<file path="config.mk">
export PLATFORM = sky130hd
export DESIGN_NAME = etp_top
export DESIGN_NICKNAME = d
export VERILOG_FILES = /design/src/shared/etp_pkg.sv /design/src/design/etp_top.sv /design/src/design/etp_pix_tick.sv
export SDC_FILE = /design/constraint.sdc
export NUM_CORES = 1
export LEC_CHECK = 0
export ABC_AREA = 1
export BUFFER_PORTS_ARGS = -buffer_cell sky130_fd_sc_hd__buf_2
export CAP_MARGIN = 40
export CORE_MARGIN = 4
export CORE_UTILIZATION = 50
export CTS_CLUSTER_DIAMETER = 60
export DETAILED_ROUTE_END_ITERATION = 8
export GPL_TIMING_DRIVEN = 0
export PLACE_DENSITY = 0.71
export SLEW_MARGIN = 20
export SYNTH_ARGS = -nofsm -noshare
export SYNTH_HDL_FRONTEND = slang
export SYNTH_SLANG_ARGS = --single-unit
export TNS_END_PERCENT = 20
</file>
<file path="constraint.sdc">
create_clock -name aclk -period 5.1 [get_ports aclk]
set_input_delay 0.51 -clock aclk [delete_from_list [all_inputs] [get_ports aclk]]
set_output_delay 0.51 -clock aclk [all_outputs]
set_load 0.005 [all_outputs]
</file>
<file path="src/shared/etp_pkg.sv">
/*
 etp_pkg: register map, field layout, mode codes, tables and
 the panel pin bundle of the extended panel timing block.
 Assumes a 32-bit AXI4-Lite master and a sampled pixel clock.
*/
// How it works
// - alpha line total is field plus one
// - alpha fields act only in alpha mode
// - load pulse rises after start, display, field, 8
// - gate clock toggles lead clocks before load
// - common signal toggles lead clocks before load
// - load pulse width is field minus one
// - start pulse width is field minus one
// - reflective fields act only in reflective mode
// - clear pulse lasts its width field
// - phase one rises after clear falls
// - phase two first rises after latch falls
// - phase two holds each level toggle width
// - phase three lasts its width field
// - flip toggles field clocks before latch rise
// - save phases continue end-field lines past display
// - amplifier width chosen by 3-bit code
// - type-two fields act only in type-two mode
// - hold code sets strobe rise to gate fall
// - setup code sets gate rise to strobe
package etp_pkg;
    localparam int ETP_AW = 12;
    localparam int ETP_NREG = 19;
    localparam logic [9:0] ETP_STAT_IDX = 10'h035;
    localparam logic [1:0] ETP_OKAY = 2'h0;
    localparam logic [1:0] ETP_SLVERR = 2'h2;
    localparam int S_ATOT = 0;
    localparam int S_ALOAD = 1;
    localparam int S_AGATE = 2;
    localparam int S_ACOM = 3;
    localparam int S_AWID = 4;
    localparam int S_CLRW = 6;
    localparam int S_SV1 = 7;
    localparam int S_SV2R = 8;
    localparam int S_SV2T = 9;
    localparam int S_SV3W = 10;
    localparam int S_FLIP = 11;
    localparam int S_SVEND = 12;
    localparam int S_T2CFG = 13;
    localparam int S_PSEL = 14;
    localparam int S_HDISP = 15;
    localparam int S_LTOT = 16;
    localparam int S_VDISP = 17;
    localparam int S_VTOT = 18;
    // register index; byte address is four times it
    localparam logic [9:0] ETP_IDX [ETP_NREG] = '{
        10'h080, 10'h082, 10'h084, 10'h086, 10'h088, 10'h090,
        10'h092, 10'h094, 10'h096, 10'h098, 10'h09a, 10'h09e,
        10'h0a0, 10'h0a2, 10'h030, 10'h031, 10'h032, 10'h033,
        10'h034};
    localparam logic [15:0] ETP_MASK [ETP_NREG] = '{
        16'h03ff, 16'h03ff, 16'h03ff, 16'h03ff, 16'h0707, 16'h0002,
        16'h01ff, 16'h003f, 16'h00ff, 16'h007f, 16'h007f, 16'h001f,
        16'h0007, 16'h381b, 16'hfc00, 16'h03ff, 16'h03ff, 16'h03ff,
        16'h03ff};
    localparam logic [15:0] ETP_RST [ETP_NREG] = '{
        16'h0000, 16'h0000, 16'h0000, 16'h0000, 16'h0000, 16'h0000,
        16'h012c, 16'h0032, 16'h0064, 16'h000a, 16'h0064, 16'h000a,
        16'h0000, 16'h0000, 16'h0000, 16'h0000, 16'h0000, 16'h0000,
        16'h0000};
    localparam int ETP_STW_LSB = 0;
    localparam int ETP_LDW_LSB = 8;
    localparam int ETP_MODE_LSB = 10;
    localparam int ETP_AMP_LSB = 11;
    localparam int ETP_HOLD_LSB = 3;
    localparam int ETP_SETUP_LSB = 0;
    localparam logic [5:0] ETP_MODE_ALPHA = 6'h30;
    localparam logic [5:0] ETP_MODE_REFL = 6'h01;
    localparam logic [5:0] ETP_MODE_T2 = 6'h03;
    localparam logic [10:0] ETP_LEAD = 11'h008;
    localparam logic [10:0] ETP_LATCH_W = 11'h004;
    localparam logic [8:0] ETP_AMP_W [8] = '{9'h014, 9'h028, 9'h050,
        9'h078, 9'h096, 9'h0be, 9'h0f0, 9'h10e};
    localparam logic [4:0] ETP_GATE_DLY [4] = '{5'h07, 5'h09, 5'h0c,
        5'h10};

    typedef struct packed {
        logic horizontal_start_pulse;
        logic line_load_pulse;
        logic gate_shift_clock;
        logic common_electrode_toggle;
        logic line_clear_pulse;
        logic save_phase_one;
        logic save_phase_two;
        logic save_phase_three;
        logic polarity_flip_signal;
        logic line_latch_pulse;
        logic amplifier_drive_pulse;
        logic gate_clock_pin;
        logic line_strobe_output;
    } etp_panel_t;
endpackage

</file>
<file path="src/design/etp_top.sv">
/*
 etp_top: line timing for extended panel types, counted in
 pixel clocks, set through an AXI4-Lite register slave.
 Assumes aclk at 100 MHz, one outstanding write and one read.
*/
// The AXI4-Lite register port is this design's own decision.
`timescale 1ns/1ps
`default_nettype none
module etp_top
(
    input wire logic aclk,
    input wire logic aresetn,
    input wire logic pixel_clk,
    input wire logic [etp_pkg::ETP_AW-1:0] awaddr,
    input wire logic awvalid,
    output var logic awready,
    input wire logic [31:0] wdata,
    input wire logic [3:0] wstrb,
    input wire logic wvalid,
    output var logic wready,
    output var logic [1:0] bresp,
    output var logic bvalid,
    input wire logic bready,
    input wire logic [etp_pkg::ETP_AW-1:0] araddr,
    input wire logic arvalid,
    output var logic arready,
    output var logic [31:0] rdata,
    output var logic [1:0] rresp,
    output var logic rvalid,
    input wire logic rready,
    output var etp_pkg::etp_panel_t panel
);
    import etp_pkg::*;

    logic tick;
    logic [15:0] regs [ETP_NREG];
    logic [ETP_NREG-1:0] wsel;
    logic [ETP_NREG-1:0] rsel;
    logic aw_have_q;
    logic w_have_q;
    logic [ETP_AW-1:0] waddr_q;
    logic [31:0] wdata_q;
    logic [3:0] wstrb_q;
    logic wr_go;
    logic rd_stat;
    logic [31:0] rd_d;
    logic [9:0] h_q;
    logic [9:0] v_q;
    logic [9:0] last;
    logic [5:0] mode;
    logic is_alpha;
    logic is_refl;
    logic is_t2;
    logic act;
    logic [10:0] hn;
    logic [10:0] hd;
    logic [10:0] start_w;
    logic [10:0] load_w;
    logic [10:0] load_at;
    logic [10:0] gate_at;
    logic [10:0] com_at;
    logic [10:0] clr_w;
    logic [10:0] latch_end;
    logic [10:0] sv2_at;
    logic [10:0] flip_at;
    logic [10:0] amp_w;
    logic [10:0] hold;
    logic [10:0] setup;
    logic sv2_q;
    logic sv2_d;
    logic run_q;
    logic run_d;
    logic [6:0] cnt_q;
    logic [6:0] cnt_d;
    etp_panel_t panel_q;
    etp_panel_t pd;

    etp_pix_tick etp_pix_tick_i
    (
        .aclk(aclk),
        .aresetn(aresetn),
        .pixel_clk(pixel_clk),
        .tick(tick)
    );

    genvar k;
    generate
        for (k = 0; k < ETP_NREG; k++)
        begin : g_reg
            logic [15:0] r_q;
            always_ff @(posedge aclk)
            begin
                if (!aresetn)
                    r_q <= ETP_RST[k];
                else if (wr_go && wsel[k])
                begin
                    if (wstrb_q[0])
                        r_q[7:0] <= wdata_q[7:0] & ETP_MASK[k][7:0];
                    if (wstrb_q[1])
                        r_q[15:8] <= wdata_q[15:8] & ETP_MASK[k][15:8];
                end
            end
            assign regs[k] = r_q;
            assign wsel[k] = waddr_q == {ETP_IDX[k], 2'b00};
            assign rsel[k] = araddr == {ETP_IDX[k], 2'b00};
        end
    endgenerate

    assign wr_go = aw_have_q && w_have_q && !bvalid;
    assign rd_stat = araddr == {ETP_STAT_IDX, 2'b00};

    // write channels, taken in either order
    always_ff @(posedge aclk)
    begin
        if (!aresetn)
        begin
            aw_have_q <= 1'b0;
            w_have_q <= 1'b0;
            awready <= 1'b1;
            wready <= 1'b1;
            bvalid <= 1'b0;
            bresp <= ETP_OKAY;
            waddr_q <= '0;
            wdata_q <= '0;
            wstrb_q <= '0;
        end
        else
        begin
            if (awvalid && awready)
            begin
                aw_have_q <= 1'b1;
                awready <= 1'b0;
                waddr_q <= awaddr;
            end
            if (wvalid && wready)
            begin
                w_have_q <= 1'b1;
                wready <= 1'b0;
                wdata_q <= wdata;
                wstrb_q <= wstrb;
            end
            if (wr_go)
            begin
                aw_have_q <= 1'b0;
                w_have_q <= 1'b0;
                bvalid <= 1'b1;
                bresp <= (|wsel) ? ETP_OKAY : ETP_SLVERR;
            end
            if (bvalid && bready)
            begin
                bvalid <= 1'b0;
                awready <= 1'b1;
                wready <= 1'b1;
            end
        end
    end

    always_comb
    begin
        rd_d = '0;
        for (int i = 0; i < ETP_NREG; i++)
            if (rsel[i])
                rd_d[15:0] = regs[i];
        if (rd_stat)
            rd_d = {6'h00, v_q, 6'h00, h_q};
    end

    always_ff @(posedge aclk)
    begin
        if (!aresetn)
        begin
            arready <= 1'b1;
            rvalid <= 1'b0;
            rdata <= '0;
            rresp <= ETP_OKAY;
        end
        else
        begin
            if (arvalid && arready)
            begin
                arready <= 1'b0;
                rvalid <= 1'b1;
                rdata <= rd_d;
                rresp <= (|rsel || rd_stat) ? ETP_OKAY : ETP_SLVERR;
            end
            if (rvalid && rready)
            begin
                rvalid <= 1'b0;
                arready <= 1'b1;
            end
        end
    end

    assign mode = regs[S_PSEL][ETP_MODE_LSB +: 6];
    assign is_alpha = mode == ETP_MODE_ALPHA;
    assign is_refl = mode == ETP_MODE_REFL;
    assign is_t2 = mode == ETP_MODE_T2;
    // alpha total is field plus one
    assign last = is_alpha ? regs[S_ATOT][9:0] : regs[S_LTOT][9:0];

    always_ff @(posedge aclk)
    begin
        if (!aresetn)
        begin
            h_q <= '0;
            v_q <= '0;
        end
        else if (tick)
        begin
            if (h_q >= last)
            begin
                h_q <= '0;
                v_q <= (v_q >= regs[S_VTOT][9:0]) ? '0 : v_q + 10'h001;
            end
            else
                h_q <= h_q + 10'h001;
        end
    end

    assign hn = {1'b0, h_q};
    assign hd = {1'b0, regs[S_HDISP][9:0]};
    // start width is field minus one
    assign start_w = 11'(regs[S_AWID][ETP_STW_LSB +: 3]) - 11'h001;
    // load width is field minus one
    assign load_w = 11'(regs[S_AWID][ETP_LDW_LSB +: 3]) - 11'h001;
    assign load_at = start_w + hd + {1'b0, regs[S_ALOAD][9:0]} + ETP_LEAD;
    // gate clock leads the load edge
    assign gate_at = load_at - {1'b0, regs[S_AGATE][9:0]};
    // common signal leads the load edge
    assign com_at = load_at - {1'b0, regs[S_ACOM][9:0]};
    assign clr_w = {2'b00, regs[S_CLRW][8:0]};
    assign latch_end = hd + ETP_LATCH_W;
    assign sv2_at = latch_end + {3'b000, regs[S_SV2R][7:0]};
    assign flip_at = hd - {6'h00, regs[S_FLIP][4:0]};
    // phases run end lines past display
    assign act = {1'b0, v_q} < {1'b0, regs[S_VDISP][9:0]}
        + {8'h00, regs[S_SVEND][2:0]};
    assign amp_w = {2'b00, ETP_AMP_W[regs[S_T2CFG][ETP_AMP_LSB +: 3]]};
    assign hold = {6'h00, ETP_GATE_DLY[regs[S_T2CFG][ETP_HOLD_LSB +: 2]]};
    assign setup = {6'h00,
        ETP_GATE_DLY[regs[S_T2CFG][ETP_SETUP_LSB +: 2]]};

    always_comb
    begin
        sv2_d = sv2_q;
        run_d = run_q;
        cnt_d = cnt_q + 7'h01;
        if (h_q == '0)
        begin
            sv2_d = 1'b0;
            run_d = 1'b0;
        end
        else if (hn == sv2_at)
        begin
            sv2_d = 1'b1;
            run_d = 1'b1;
            cnt_d = 7'h01;
        end
        else if (run_q && cnt_q == regs[S_SV2T][6:0])
        begin
            sv2_d = !sv2_q;
            cnt_d = 7'h01;
        end
    end

    always_comb
    begin
        pd = '0;
        case (mode)
            // alpha pins only in alpha mode
            ETP_MODE_ALPHA:
            begin
                pd.horizontal_start_pulse = hn < start_w;
                pd.line_load_pulse = hn >= load_at
                    && hn < load_at + load_w;
                pd.gate_shift_clock = panel_q.gate_shift_clock
                    ^ (hn == gate_at);
                pd.common_electrode_toggle =
                    panel_q.common_electrode_toggle ^ (hn == com_at);
            end
            // reflective pins only in reflective mode
            ETP_MODE_REFL:
            begin
                pd.line_latch_pulse = hn >= hd && hn < latch_end;
                pd.line_clear_pulse = hn < clr_w;
                pd.save_phase_one = act
                    && hn >= clr_w + {5'h00, regs[S_SV1][5:0]};
                pd.save_phase_two = act && sv2_d;
                pd.save_phase_three = act && hn >= latch_end
                    && hn < latch_end + {4'h0, regs[S_SV3W][6:0]};
                pd.polarity_flip_signal = panel_q.polarity_flip_signal
                    ^ (hn == flip_at);
            end
            // type-two pins only in type-two mode
            ETP_MODE_T2:
            begin
                pd.line_strobe_output = hn >= hd && hn < latch_end;
                pd.gate_clock_pin = hn >= hd - setup && hn < hd + hold;
                pd.amplifier_drive_pulse = hn >= hd && hn < hd + amp_w;
            end
            default:
                pd = '0;
        endcase
    end

    always_ff @(posedge aclk)
    begin
        if (!aresetn)
        begin
            panel_q <= '0;
            sv2_q <= 1'b0;
            run_q <= 1'b0;
            cnt_q <= '0;
        end
        else if (tick)
        begin
            panel_q <= pd;
            sv2_q <= sv2_d;
            run_q <= run_d;
            cnt_q <= cnt_d;
        end
    end

    assign panel = panel_q;
endmodule
`default_nettype wire

</file>
<file path="src/design/etp_pix_tick.sv">
/*
 etp_pix_tick: brings the pixel clock into aclk and marks its
 rising edges with a one-cycle tick.
 Assumes the pixel clock is below half of aclk.
*/
`timescale 1ns/1ps
`default_nettype none
module etp_pix_tick
(
    input wire logic aclk,
    input wire logic aresetn,
    input wire logic pixel_clk,
    output var logic tick
);
    logic meta_q;
    logic sync_q;
    logic last_q;

    always_ff @(posedge aclk)
    begin
        if (!aresetn)
        begin
            meta_q <= 1'b0;
            sync_q <= 1'b0;
            last_q <= 1'b0;
            tick <= 1'b0;
        end
        else
        begin
            meta_q <= pixel_clk;
            sync_q <= meta_q;
            last_q <= sync_q;
            tick <= sync_q && !last_q;
        end
    end
endmodule
`default_nettype wire

</file>
# Word-level counts from Yosys, hierarchy flattened
# Memory sizes are Yosys's and may differ from the RTL's.
# Cells that the tools add are included.
# op_classes
n_addsub	20
order_cmp	18
n_eq_ne	47
mux	44
n_bitwise	7
reduce_logical	79
# ops
operator	n
== test 12 x 10 -> 1 bit (second input constant)	28
2-to-1 mux 16 bit	18
== test 12 x 8 -> 1 bit (second input constant)	11
< comparator 10 x 11 -> 1 bit	7
AND reduction 2 bit	32
== test 10 x 11 -> 1 bit	4
greater-or-equal comparator 10 bit	4
2-to-1 mux 10 bit	4
OR reduction 19 bit	2
logical AND 1 bit	36
greater-or-equal comparator 10 x 11 -> 1 bit	3
2-to-1 mux 26 bit	1
adder 11 x 10 -> 11 bit	2
subtractor 10 x 5 -> 11 bit	2
subtractor 11 x 10 -> 11 bit	2
2-to-1 mux 7 bit	3
adder 10 x 1 -> 10 bit (second input constant)	2
binary-select mux 5 bit (select 2 bit)	2
2-to-1 mux 5 bit	4
2-to-1 mux 9 bit	2
adder 10 x 3 -> 11 bit	1
adder 10 x 3 -> 11 bit (second input constant)	1
adder 10 x 5 -> 11 bit	1
adder 10 x 9 -> 11 bit	1
other kinds (28)	42
# totals
ff_bits	264
rom_bits	72
in_bits	68
out_inout_bits	54
wordCells	281
n_memories	1
# mem_list
memory	words	word_bits	read_ports	rd_clocked_by_memory_dff	wr	line	text
(name not given)	8	9	1	0	0	etp_top.sv:238	assign amp_w = {2'b00, ETP_AMP_W[regs[S_T2CFG][ETP_AMP_LSB +: 3]]};

# Longest topological paths before layout
# Gate-level depths: netlist of the first run.
# logic_depth
word_depth	21
ltp_mapped	28
depth_no_buf	28

# By module
# From an unflattened synthesis of the first run, not the netlist that was laid out.
# unflattened
cells_unflattened	2711
area_unflattened_um2	19291.0
# modules_own_cells
mod	n_inst	cells_per_inst	area_each_um2	seq_area_each_um2
etp_top	1	2700	19182.1	5044.8
etp_pix_tick	1	11	108.9	80.1

# Worst setup path before layout of the first run
# Ideal clock, no wire load.
# synth_timing
path_kind	reg2reg
startpoint	register g_reg[4].r_q[0]
endpoint	register panel_q (netlist bit panel[11])
setup_ns	0.131
t_arrival_ns	4.293
t_required_ns	4.969
path_slack_ns	0.677
stages_incl_launch_ff	27
n_path_buf	0
period_less_slack_ns	4.423
cell_sequence	dfxtp_1 > inv_1 > ha_1 > xnor2_1 > fa_1 > inv_1 > ha_1 > ha_1 > inv_1 > fa_1 > inv_1 > ha_1 > a21oi_1 > and2_1 > nor2_1 > o21ai_0 > nand2_1 > xnor2_1 > ha_1 > nand4_1 > o221ai_1 > nand3_1 > nand2_1 > a21oi_1 > nand3b_1 > nand2_1 > a21oi_2
# synth_between
elab_chain_cells	8
word_cells_on_any_way	9
classes_between	add/sub: 5; order compare: 2; mux: 1; reduce/logical: 1
# synth_rtl
item	line	text
from (decl)	etp_top.sv:90	logic [15:0] r_q;
from (signal assigned)	etp_top.sv:94	r_q <= ETP_RST[k];
from (signal assigned)	etp_top.sv:98	r_q[7:0] <= wdata_q[7:0] & ETP_MASK[k][7:0];
subtractor 3 x 1 -> 4 bit (*)	etp_top.sv:223	assign start_w = 11'(regs[S_AWID][ETP_STW_LSB +: 3]) - 11'h001;
adder 11 x 10 -> 11 bit (*) (2 in series)	etp_top.sv:226	assign load_at = start_w + hd + {1'b0, regs[S_ALOAD][9:0]} + ETP_LEAD;
adder 11 x 4 -> 11 bit (*)	etp_top.sv:226	
adder 11 bit	etp_top.sv:275	&& hn < load_at + load_w;
< comparator 10 x 11 -> 1 bit	etp_top.sv:275	
logical AND 1 bit (*)	etp_top.sv:275	
2-to-1 mux 4 bit (*)	etp_top.sv:269	case (mode)
to (signal assigned)	etp_top.sv:317	panel_q <= pd;
to (decl)	etp_top.sv:75	etp_panel_t panel_q;
# Every way passes the cells marked *; elsewhere a longest branch is shown, timed or not.
# A chain may end at the register's enable or synchronous reset.

# Worst setup path in the final report of the first run
# Ends and elaborated chain as after synthesis.

==> impl_metrics.toml, run 1 <==
[status]
run_status = "finished, final reports clean"

[synthesis]
postSynthRegisterBits = 256
share_of_flip_flops_with_an_asynchronous_set_or_reset_pct = 0
synth_commonest_cells = "sky130_fd_sc_hd__nand2_1 (396), sky130_fd_sc_hd__inv_1 (384), sky130_fd_sc_hd__a21oi_1 (304)"
yosysTopAreaCell = "sky130_fd_sc_hd__dfxtp_1"
syn-instance-count = 2711
count_of_flip_flops_with_a_built_in_enable_after_synthesis = 0
synth_cell_type_count = 64
synth_top_area_share_pct = 26.22
postSynth.topFlopCell = "sky130_fd_sc_hd__dfxtp_1"
synth_area_per_cell_um2 = 7.209
yosysMostFrequentCell = "sky130_fd_sc_hd__nand2_1"
synth.yosys.warnings = 0
synth_seq_area_share_pct = 26.22
area_contributors_post_synth = "sky130_fd_sc_hd__dfxtp_1 (26%), sky130_fd_sc_hd__ha_1 (15%), sky130_fd_sc_hd__a21oi_1 (7.8%)"
netlist_area_um2 = 19540

[pwr]
vdd_drop_max_mv = 0.2260
power-per-cell-area_nw_per_um2 = 222.2
report.power.total_mw = 4.930
total_leakage_power_nw = 9.915

[clocking]
clock_latency_of_the_later_clocked_register_in_the_worst_skew_pair_ns = 0.56
h-tree-depth = 2
numClockSinks = 256
worst_setup_hold_path_clk_slew_ns = 0.06
cts_buffers = 34
cts_tree = "done"
clockBufferDepth = 3
cts.root.buffer_cell = "sky130_fd_sc_hd__clkbuf_16"
hold_buffers = 0

[cells_and_area]
sequential_cell_area_um2 = 5134
stdcell_count = 3411
fin_nets = 3194
fillers = 3727
multi_input_comb_area_um2 = 12630
area_growth_syn_to_layout_pct = 13.50
postLayoutCoreUtil_pct = 57.39
drive_gt1_share_pct = 10.20

[global_routing]
via_count_of_the_first_global_routing_pass = 18570
global_route.usage.total_pct = 35.10
overflow = 0
wire_length_of_the_first_global_routing_pass_mm = 111.4
largest_net_degree_at_the_start_of_global_routing = 18
initial_antenna_violation_count = 1

[sta]
worst_slew_pin_slew_ns = 0.9640
setup_viol = 0
final_max_slew_viol_count = 0
timing_hold_violations_final = 0
maxSlewHeadroom_pct = 35.20
final_min_period_over_clock_period_pct = 95.06
setup_total_negative_slack_ns = 0
skew_ns = 0.02108
achievable-frequency_mhz = 206.3
post_route_setup_slack_ns = 0.2517
finalWorstPathRequiredPeriod_ns = 4.848

[critical_path]
setup.worst_path.end_class = "flop"
crit_fanout = 4
worst_setup_path_type = "reg2reg"
worstPathArrival_ns = 5.24
reg2reg_setup_slack_ns = 0.25
worstPathRequired_ns = 5.50
startpoint_type = "flop"

[detailed_routing]
avgRoutedWirePerCell_um = 22.12
drtAntennaViolNets = 0
detail_route.vias_per_cell = 5.785
detail_route.iter0.violations = 2070
via_count = 19730
detail_route.wirelength_mm = 75.46
firstDrtPassIters = 7
drcViolationCount = 0

[floorplanning]
design.core.area_um2 = 38650
die_height_um = 205.7
boundaryPins = 122
num_rows = 72
floorplan_die_area_um2 = 42310
chipWidth_um = 205.7
initial_utilization_pct = 50.57

[placement]
place_congestion = 1.020
place.detailed.instances = 3344
detailedPlace.worstSlack_ns = -0.2117
port_buffers = 94
dp_hpwl_mm = 60.61

[job]
cap_violations = 0

[hold_path]
class_of_the_tightest_hold_or_removal_check = "in2reg"
## kinds of logic (layout without fill, tap and decap cells)
| logic type | after synthesis | count (layout) | synth area share [%] |
|---|---|---|---|
| XOR/XNOR | 143 | 143 | 6.524 |
| AO/OA/AOI/OAI | 704 | 704 | 20.35 |
| flip-flops | 256 | 256 | 26.22 |
| AND/OR/NAND/NOR | 859 | 859 | 19.66 |
| buffers and inverters | 488 | 662 | 9.725 |
| other | 1 | 9 | 0.01919 |
| adder cells (fa/ha/maj) | 260 | 260 | 17.49 |
## placed cells by master, fill, tap and decap left out, types with 9 or more instances in the layout
master                      Yosys  final
sky130_fd_sc_hd__buf_4          9     12
sky130_fd_sc_hd__nor4_1        17     15
sky130_fd_sc_hd__ha_1         238    236
sky130_fd_sc_hd__o221ai_1       9      9
sky130_fd_sc_hd__nand2_2       10     10
sky130_fd_sc_hd__buf_2         10    105
sky130_fd_sc_hd__nand3b_1      11     11
sky130_fd_sc_hd__xor2_1       101    100
sky130_fd_sc_hd__a31oi_1       10     10
sky130_fd_sc_hd__a21oi_1      304    302
sky130_fd_sc_hd__fa_1          22     22
sky130_fd_sc_hd__dfxtp_1      256    251
sky130_fd_sc_hd__nand3_1       90     90
sky130_fd_sc_hd__o21ai_0      234    233
sky130_fd_sc_hd__nor2_2        14     15
sky130_fd_sc_hd__xnor2_1       39     37
sky130_fd_sc_hd__nand2_1      396    395
sky130_fd_sc_hd__a211oi_1      45     45
sky130_fd_sc_hd__inv_1        384    381
sky130_fd_sc_hd__o21bai_1      10     10
sky130_fd_sc_hd__clkbuf_1      62     65
sky130_fd_sc_hd__o211ai_1      26     26
sky130_fd_sc_hd__buf_6          3     13
sky130_fd_sc_hd__inv_2         12     13
sky130_fd_sc_hd__or2_2         10     10
sky130_fd_sc_hd__nand4_1       28     28
sky130_fd_sc_hd__clkbuf_16      0     34
sky130_fd_sc_hd__nor3_1        54     53
sky130_fd_sc_hd__nor2_1       201    200
## area by class of cell
type                       instances  share of cell area, %
multi-input combinational       1974                  56.94
buffer                            87                  1.782
timing repair buffer             112                  3.080
clock buffer                      43                  4.259
tap                              518                  2.922
clock inverter                    19                  1.044
inverter                         401                  6.820
antenna                            1                0.01128
sequential                       256                  23.14
## layer usage
metal	vias up	GRT usage [%]	wire length (µm)
met1	9180	47.35	32030
li1	9413	-	-
met3	211	5.437	6503
met4	2	17.68	4299
met2	928	54.63	32610
met5	-	0	13
## stage by stage
step	cell area, µm²	hold WS [ns]
5_1_grt	22180	0.1663
3_5_place_dp	20880	0.3763
6_report	22180	0.1555
4_1_cts	22080	0.1381
2_1_floorplan	19570	0.3682
3_3_place_gp	20690	0.3731
## repair_timing
action,in CTS,in global routing
endpoints found under the hold margin,0,0
setup buffers,1,2
setup endpoints to repair,1,3
resized for setup,5,17
## state kept, by name (all words and copies together), names as in the netlist, 2 cells and up
| name | cells |
|---|---|
| waddr_q | 12 |
| h_q | 10 |
| v_q | 10 |
| panel | 13 |
| g.r_q | 145 |
| wdata_q | 16 |
| wstrb_q | 2 |
| cnt_q | 7 |
| rdata | 26 |
## path summary, 6_finish.rpt
kind,depth (start not counted),end,startpoint
max,26,panel[11],g_reg[4].r_q[0]
max reg2reg,26,panel[11],g_reg[4].r_q[0]
min,3,etp_pix_tick_i.meta_q,pixel_clk
min reg2reg,1,etp_pix_tick_i.tick,etp_pix_tick_i.last_q
## report_power, final
part	switching, mW	total [mW]	internal, mW	leakage [nW]
Combinational	0.242	0.332	0.0896	7.25
Clock	1.03	2.52	1.50	0.584
Sequential	0.0425	2.08	2.03	2.08
## critical path, stage by stage (launching register included)
cell and delay [ns]:
sky130_fd_sc_hd__dfxtp_4 0.40, sky130_fd_sc_hd__inv_1 0.11, sky130_fd_sc_hd__ha_2 0.23, sky130_fd_sc_hd__xnor2_4 0.17, sky130_fd_sc_hd__fa_1 0.50, sky130_fd_sc_hd__inv_1 0.04, sky130_fd_sc_hd__ha_1 0.28, sky130_fd_sc_hd__ha_1 0.22
sky130_fd_sc_hd__inv_1 0.08, sky130_fd_sc_hd__fa_1 0.46, sky130_fd_sc_hd__inv_2 0.16, sky130_fd_sc_hd__ha_4 0.24, sky130_fd_sc_hd__a21oi_2 0.12, sky130_fd_sc_hd__and2_4 0.15, sky130_fd_sc_hd__nor2_1 0.03, sky130_fd_sc_hd__o21ai_0 0.15
sky130_fd_sc_hd__nand2_1 0.10, sky130_fd_sc_hd__xnor2_1 0.13, sky130_fd_sc_hd__ha_1 0.31, sky130_fd_sc_hd__nand4_1 0.11, sky130_fd_sc_hd__o221ai_1 0.20, sky130_fd_sc_hd__nand3_1 0.09, sky130_fd_sc_hd__nand2_1 0.07, sky130_fd_sc_hd__a21oi_1 0.05
sky130_fd_sc_hd__nand3b_1 0.15, sky130_fd_sc_hd__nand2_1 0.08, sky130_fd_sc_hd__a21oi_2 0.05
No activity file was read; power rests on OpenSTA's default activity.
==> inputs of run 2 (changes only) <==
Settings changed: ABC_AREA 1 to not set.
==> run 2 against run 1 <==
Effect of this change: register-to-register slack worse by 0.22 ns; synthesized cell count is 14% lower; critical path depth is 4 lower; via count is 5.1% lower; clock-buffer cell count is 2 higher; critical path type unchanged; largest cell class unchanged; global-route usage is 1.2 points lower; final cell count is 10% lower; synthesized area is 1.3% lower; routed wire length is 3.2% lower; critical endpoint unchanged; sequential power hardly changed; largest power group unchanged.
==> impl_metrics.toml, run 2 <==
[cells_and_area]
most-common-layout-cells = "sky130_fd_sc_hd__dfxtp_1 (249), sky130_fd_sc_hd__ha_1 (224), sky130_fd_sc_hd__nor2_1 (219)"
fillers = 3448
most_common_cell_after_layout_fill_and_taps_aside = "sky130_fd_sc_hd__dfxtp_1"
drive_gt1_share_pct = 12.28
largestRegisters = "g.r_q x145, rdata x26, wdata_q x16"
fin_nets = 2848
stdcell_count = 3060
area_growth_syn_to_layout_pct = 16.53
max_reg_flops = 145
regMostFlops = "g.r_q"

[sta]
post_route_setup_slack_ns = 0.03002
final_min_period_over_clock_period_pct = 99.41
setup_viol = 0
worst_slew_pin_slew_ns = 0.9846
rsz0062_at_grt = "true"
setup_total_negative_slack_ns = 0
maxSlewHeadroom_pct = 34.36
timing_hold_violations_final = 0
achievable-frequency_mhz = 197.2
finalWorstPathRequiredPeriod_ns = 5.070
skew_ns = 0.03156
final_max_slew_viol_count = 0

[clocking]
cts.root.buffer_cell = "sky130_fd_sc_hd__clkbuf_16"
clockBufferDepth = 3
numClockSinks = 256
clock_latency_of_the_later_clocked_register_in_the_worst_skew_pair_ns = 0.57
cts_tree = "done"
worst_setup_hold_path_clk_slew_ns = 0.06
h-tree-depth = 2
cts_buffers = 37

[floorplanning]
boundaryPins = 122
design.core.area_um2 = 37840
die_height_um = 204.5
num_rows = 71
chipWidth_um = 204.5
initial_utilization_pct = 50.99
floorplan_die_area_um2 = 41800

[critical_path]
startpoint_type = "flop"
cp_num_buf_inv = 2
cpPeakStageDelay_ns = 0.57
critical_path.top_delay_family = "adder cells"
worstPathRequired_ns = 5.54
worst_setup_path_type = "reg2reg"
setup.worst_path.end_class = "flop"
crit_chain = "or3_4 -> ha_4 -> inv_1 -> fa_2 -> inv_1 -> fa_2 -> nor2b_2 -> o21ai_0 -> nand2b_1 -> xor2_4 -> ha_4 -> or3_4 -> o221a_4 -> a221o_1 -> o21ai_1 -> xor2_1 -> ha_1 -> o21a_1 -> nor2_1 -> a2111oi_2 -> nand4_1 -> and4_1"
crit_fanout = 4
worstPathArrival_ns = 5.51
timing.critical_path.slowest_stage_cell = "sky130_fd_sc_hd__fa_2"

[detailed_routing]
detail_route.vias_per_cell = 6.117
detail_route.wirelength_mm = 73.03
drcViolationCount = 0
avgRoutedWirePerCell_um = 23.87
via_count = 18720
firstDrtPassIters = 9
drtAntennaViolNets = 0
detail_route.iter0.violations = 1935

[job]
cap_violations = 0

[synthesis]
yosysMostFrequentCell = "sky130_fd_sc_hd__dfxtp_1"
syn-instance-count = 2340
synth_cell_type_count = 82
count_of_flip_flops_with_a_built_in_enable_after_synthesis = 0
postSynthRegisterBits = 256
area_contributors_post_synth = "sky130_fd_sc_hd__dfxtp_1 (27%), sky130_fd_sc_hd__ha_1 (15%), sky130_fd_sc_hd__mux2i_1 (6.4%)"
synth_seq_area_share_pct = 26.56
synth_commonest_cells = "sky130_fd_sc_hd__dfxtp_1 (256), sky130_fd_sc_hd__ha_1 (238), sky130_fd_sc_hd__nor2_1 (220)"
synth_area_per_cell_um2 = 8.247
share_of_flip_flops_with_an_asynchronous_set_or_reset_pct = 0
synth_top_area_share_pct = 26.56
synth.yosys.warnings = 0
netlist_area_um2 = 19300
postSynth.topFlopCell = "sky130_fd_sc_hd__dfxtp_1"
yosysTopAreaCell = "sky130_fd_sc_hd__dfxtp_1"

[global_routing]
wire_length_of_the_first_global_routing_pass_mm = 107.9
via_count_of_the_first_global_routing_pass = 17670
global_route.usage.total_pct = 33.86
initial_antenna_violation_count = 2
overflow = 0
largest_net_degree_at_the_start_of_global_routing = 15

[pwr]
power_frac_clock_pct = 53.7
switchingPower_mw = 1.307
vdd_drop_max_mv = 0.2554
total_leakage_power_nw = 9.510
power.share.sequential_pct = 40.6
report.power.total_mw = 5.044
p_comb_share_pct = 5.7
power.internal_mw = 3.737
switching_share_pct = 25.90
power-per-cell-area_nw_per_um2 = 224.3

[placement]
dp_hpwl_mm = 57.14
port_buffers = 93
detailedPlace.worstSlack_ns = -1.001
place.detailed.instances = 2970
place_congestion = 1.044

[status]
run_status = "finished, final reports clean"

[hold_path]
class_of_the_tightest_hold_or_removal_check = "in2reg"
-- run 2: power by group through the flow --
| stage | combinational (mW) | sequential (mW) | clock [mW] |
|---|---|---|---|
| final | 0.287 | 2.05 | 2.71 |
| after global routing | 0.304 | 2.05 | 2.81 |
| after CTS | 0.279 | 2.04 | 2.72 |
| after detailed placement | 0.277 | 2.09 | 0 |
| after global placement | 0.270 | 2.09 | 0 |
| after floorplan | 0.154 | 2.08 | 0 |
-- run 2: area by class of cell --
cell class | instances | area [µm²] | area share (%)
multi-input combinational | 1829 | 13500 | 60.05
sequential | 256 | 5141 | 22.86
clock buffer | 45 | 996.0 | 4.429
timing repair buffer | 134 | 865.8 | 3.850
tap | 511 | 639.4 | 2.843
inverter | 152 | 578.1 | 2.571
buffer | 110 | 466.7 | 2.075
clock inverter | 22 | 292.8 | 1.302
antenna | 1 | 2.502 | 0.01113
-- run 2: final timing paths --
check | endpoint | cells past startpoint | start | slack, ns
worst max-delay path | panel[11] | 22 | g_reg[4].r_q[1] | 0.03
worst min-delay path | awready | 2 | awvalid | 0.15
worst max register to register | panel[11] | 22 | g_reg[4].r_q[1] | 0.03
worst min register to register | etp_pix_tick_i.tick | 1 | etp_pix_tick_i.last_q | 0.40
-- run 2: worst register-to-register path: cells and delay by family (launching register included) --
family / cells / cell delay (ns)
buffers and inverters: 2 / 0.12
DFF: 1 / 0.37
AOI/OAI and AO/OA: 6 / 1.12
xor gates and xnor gates: 2 / 0.21
and+or+nand+nor: 7 / 1.43
adders and majority gates: 5 / 1.71
-- run 2: what timing repair did --
| item | in CTS | in global routing |
|---|---|---|
| buffers inserted | 9 | 10 |
| gates resized for setup | 31 | 44 |
| hold buffers | 0 | 0 |
| pin swaps | 4 | 15 |
| setup endpoints to repair | 3 | 3 |
-- run 2: per-stage QoR --
stage          util [%]  area [µm²]  hold slack, ns
3_5_place_dp      54.59       20660          0.3718
4_1_cts           58.48       22130          0.1415
5_1_grt           59.41       22480          0.1621
2_1_floorplan         -       19330          0.3674
3_3_place_gp      54.00       20430          0.3729
6_report          59.42       22490          0.1452
-- run 2: cell families after synthesis --
group / count (synthesis) / share of synthesized area (%)
adders and majority gates: 261 / 17.77
DFF: 256 / 26.56
other: 1 / 0.01943
and+or+nand+nor: 769 / 19.26
muxes: 130 / 6.782
AOI/OAI and AO/OA: 501 / 16.99
xor gates and xnor gates: 160 / 7.262
buffers and inverters: 262 / 5.362
-- run 2: routing by layer --
| metal | GRT usage (%) | routed length [µm] | share of wire (%) |
|---|---|---|---|
| met2 | 53.09 | 31870 | 44 |
| met1 | 45.63 | 30410 | 42 |
| met3 | 6.760 | 7145 | 9.8 |
| met5 | 0 | 13 | 0.018 |
| met4 | 14.17 | 3590 | 4.9 |
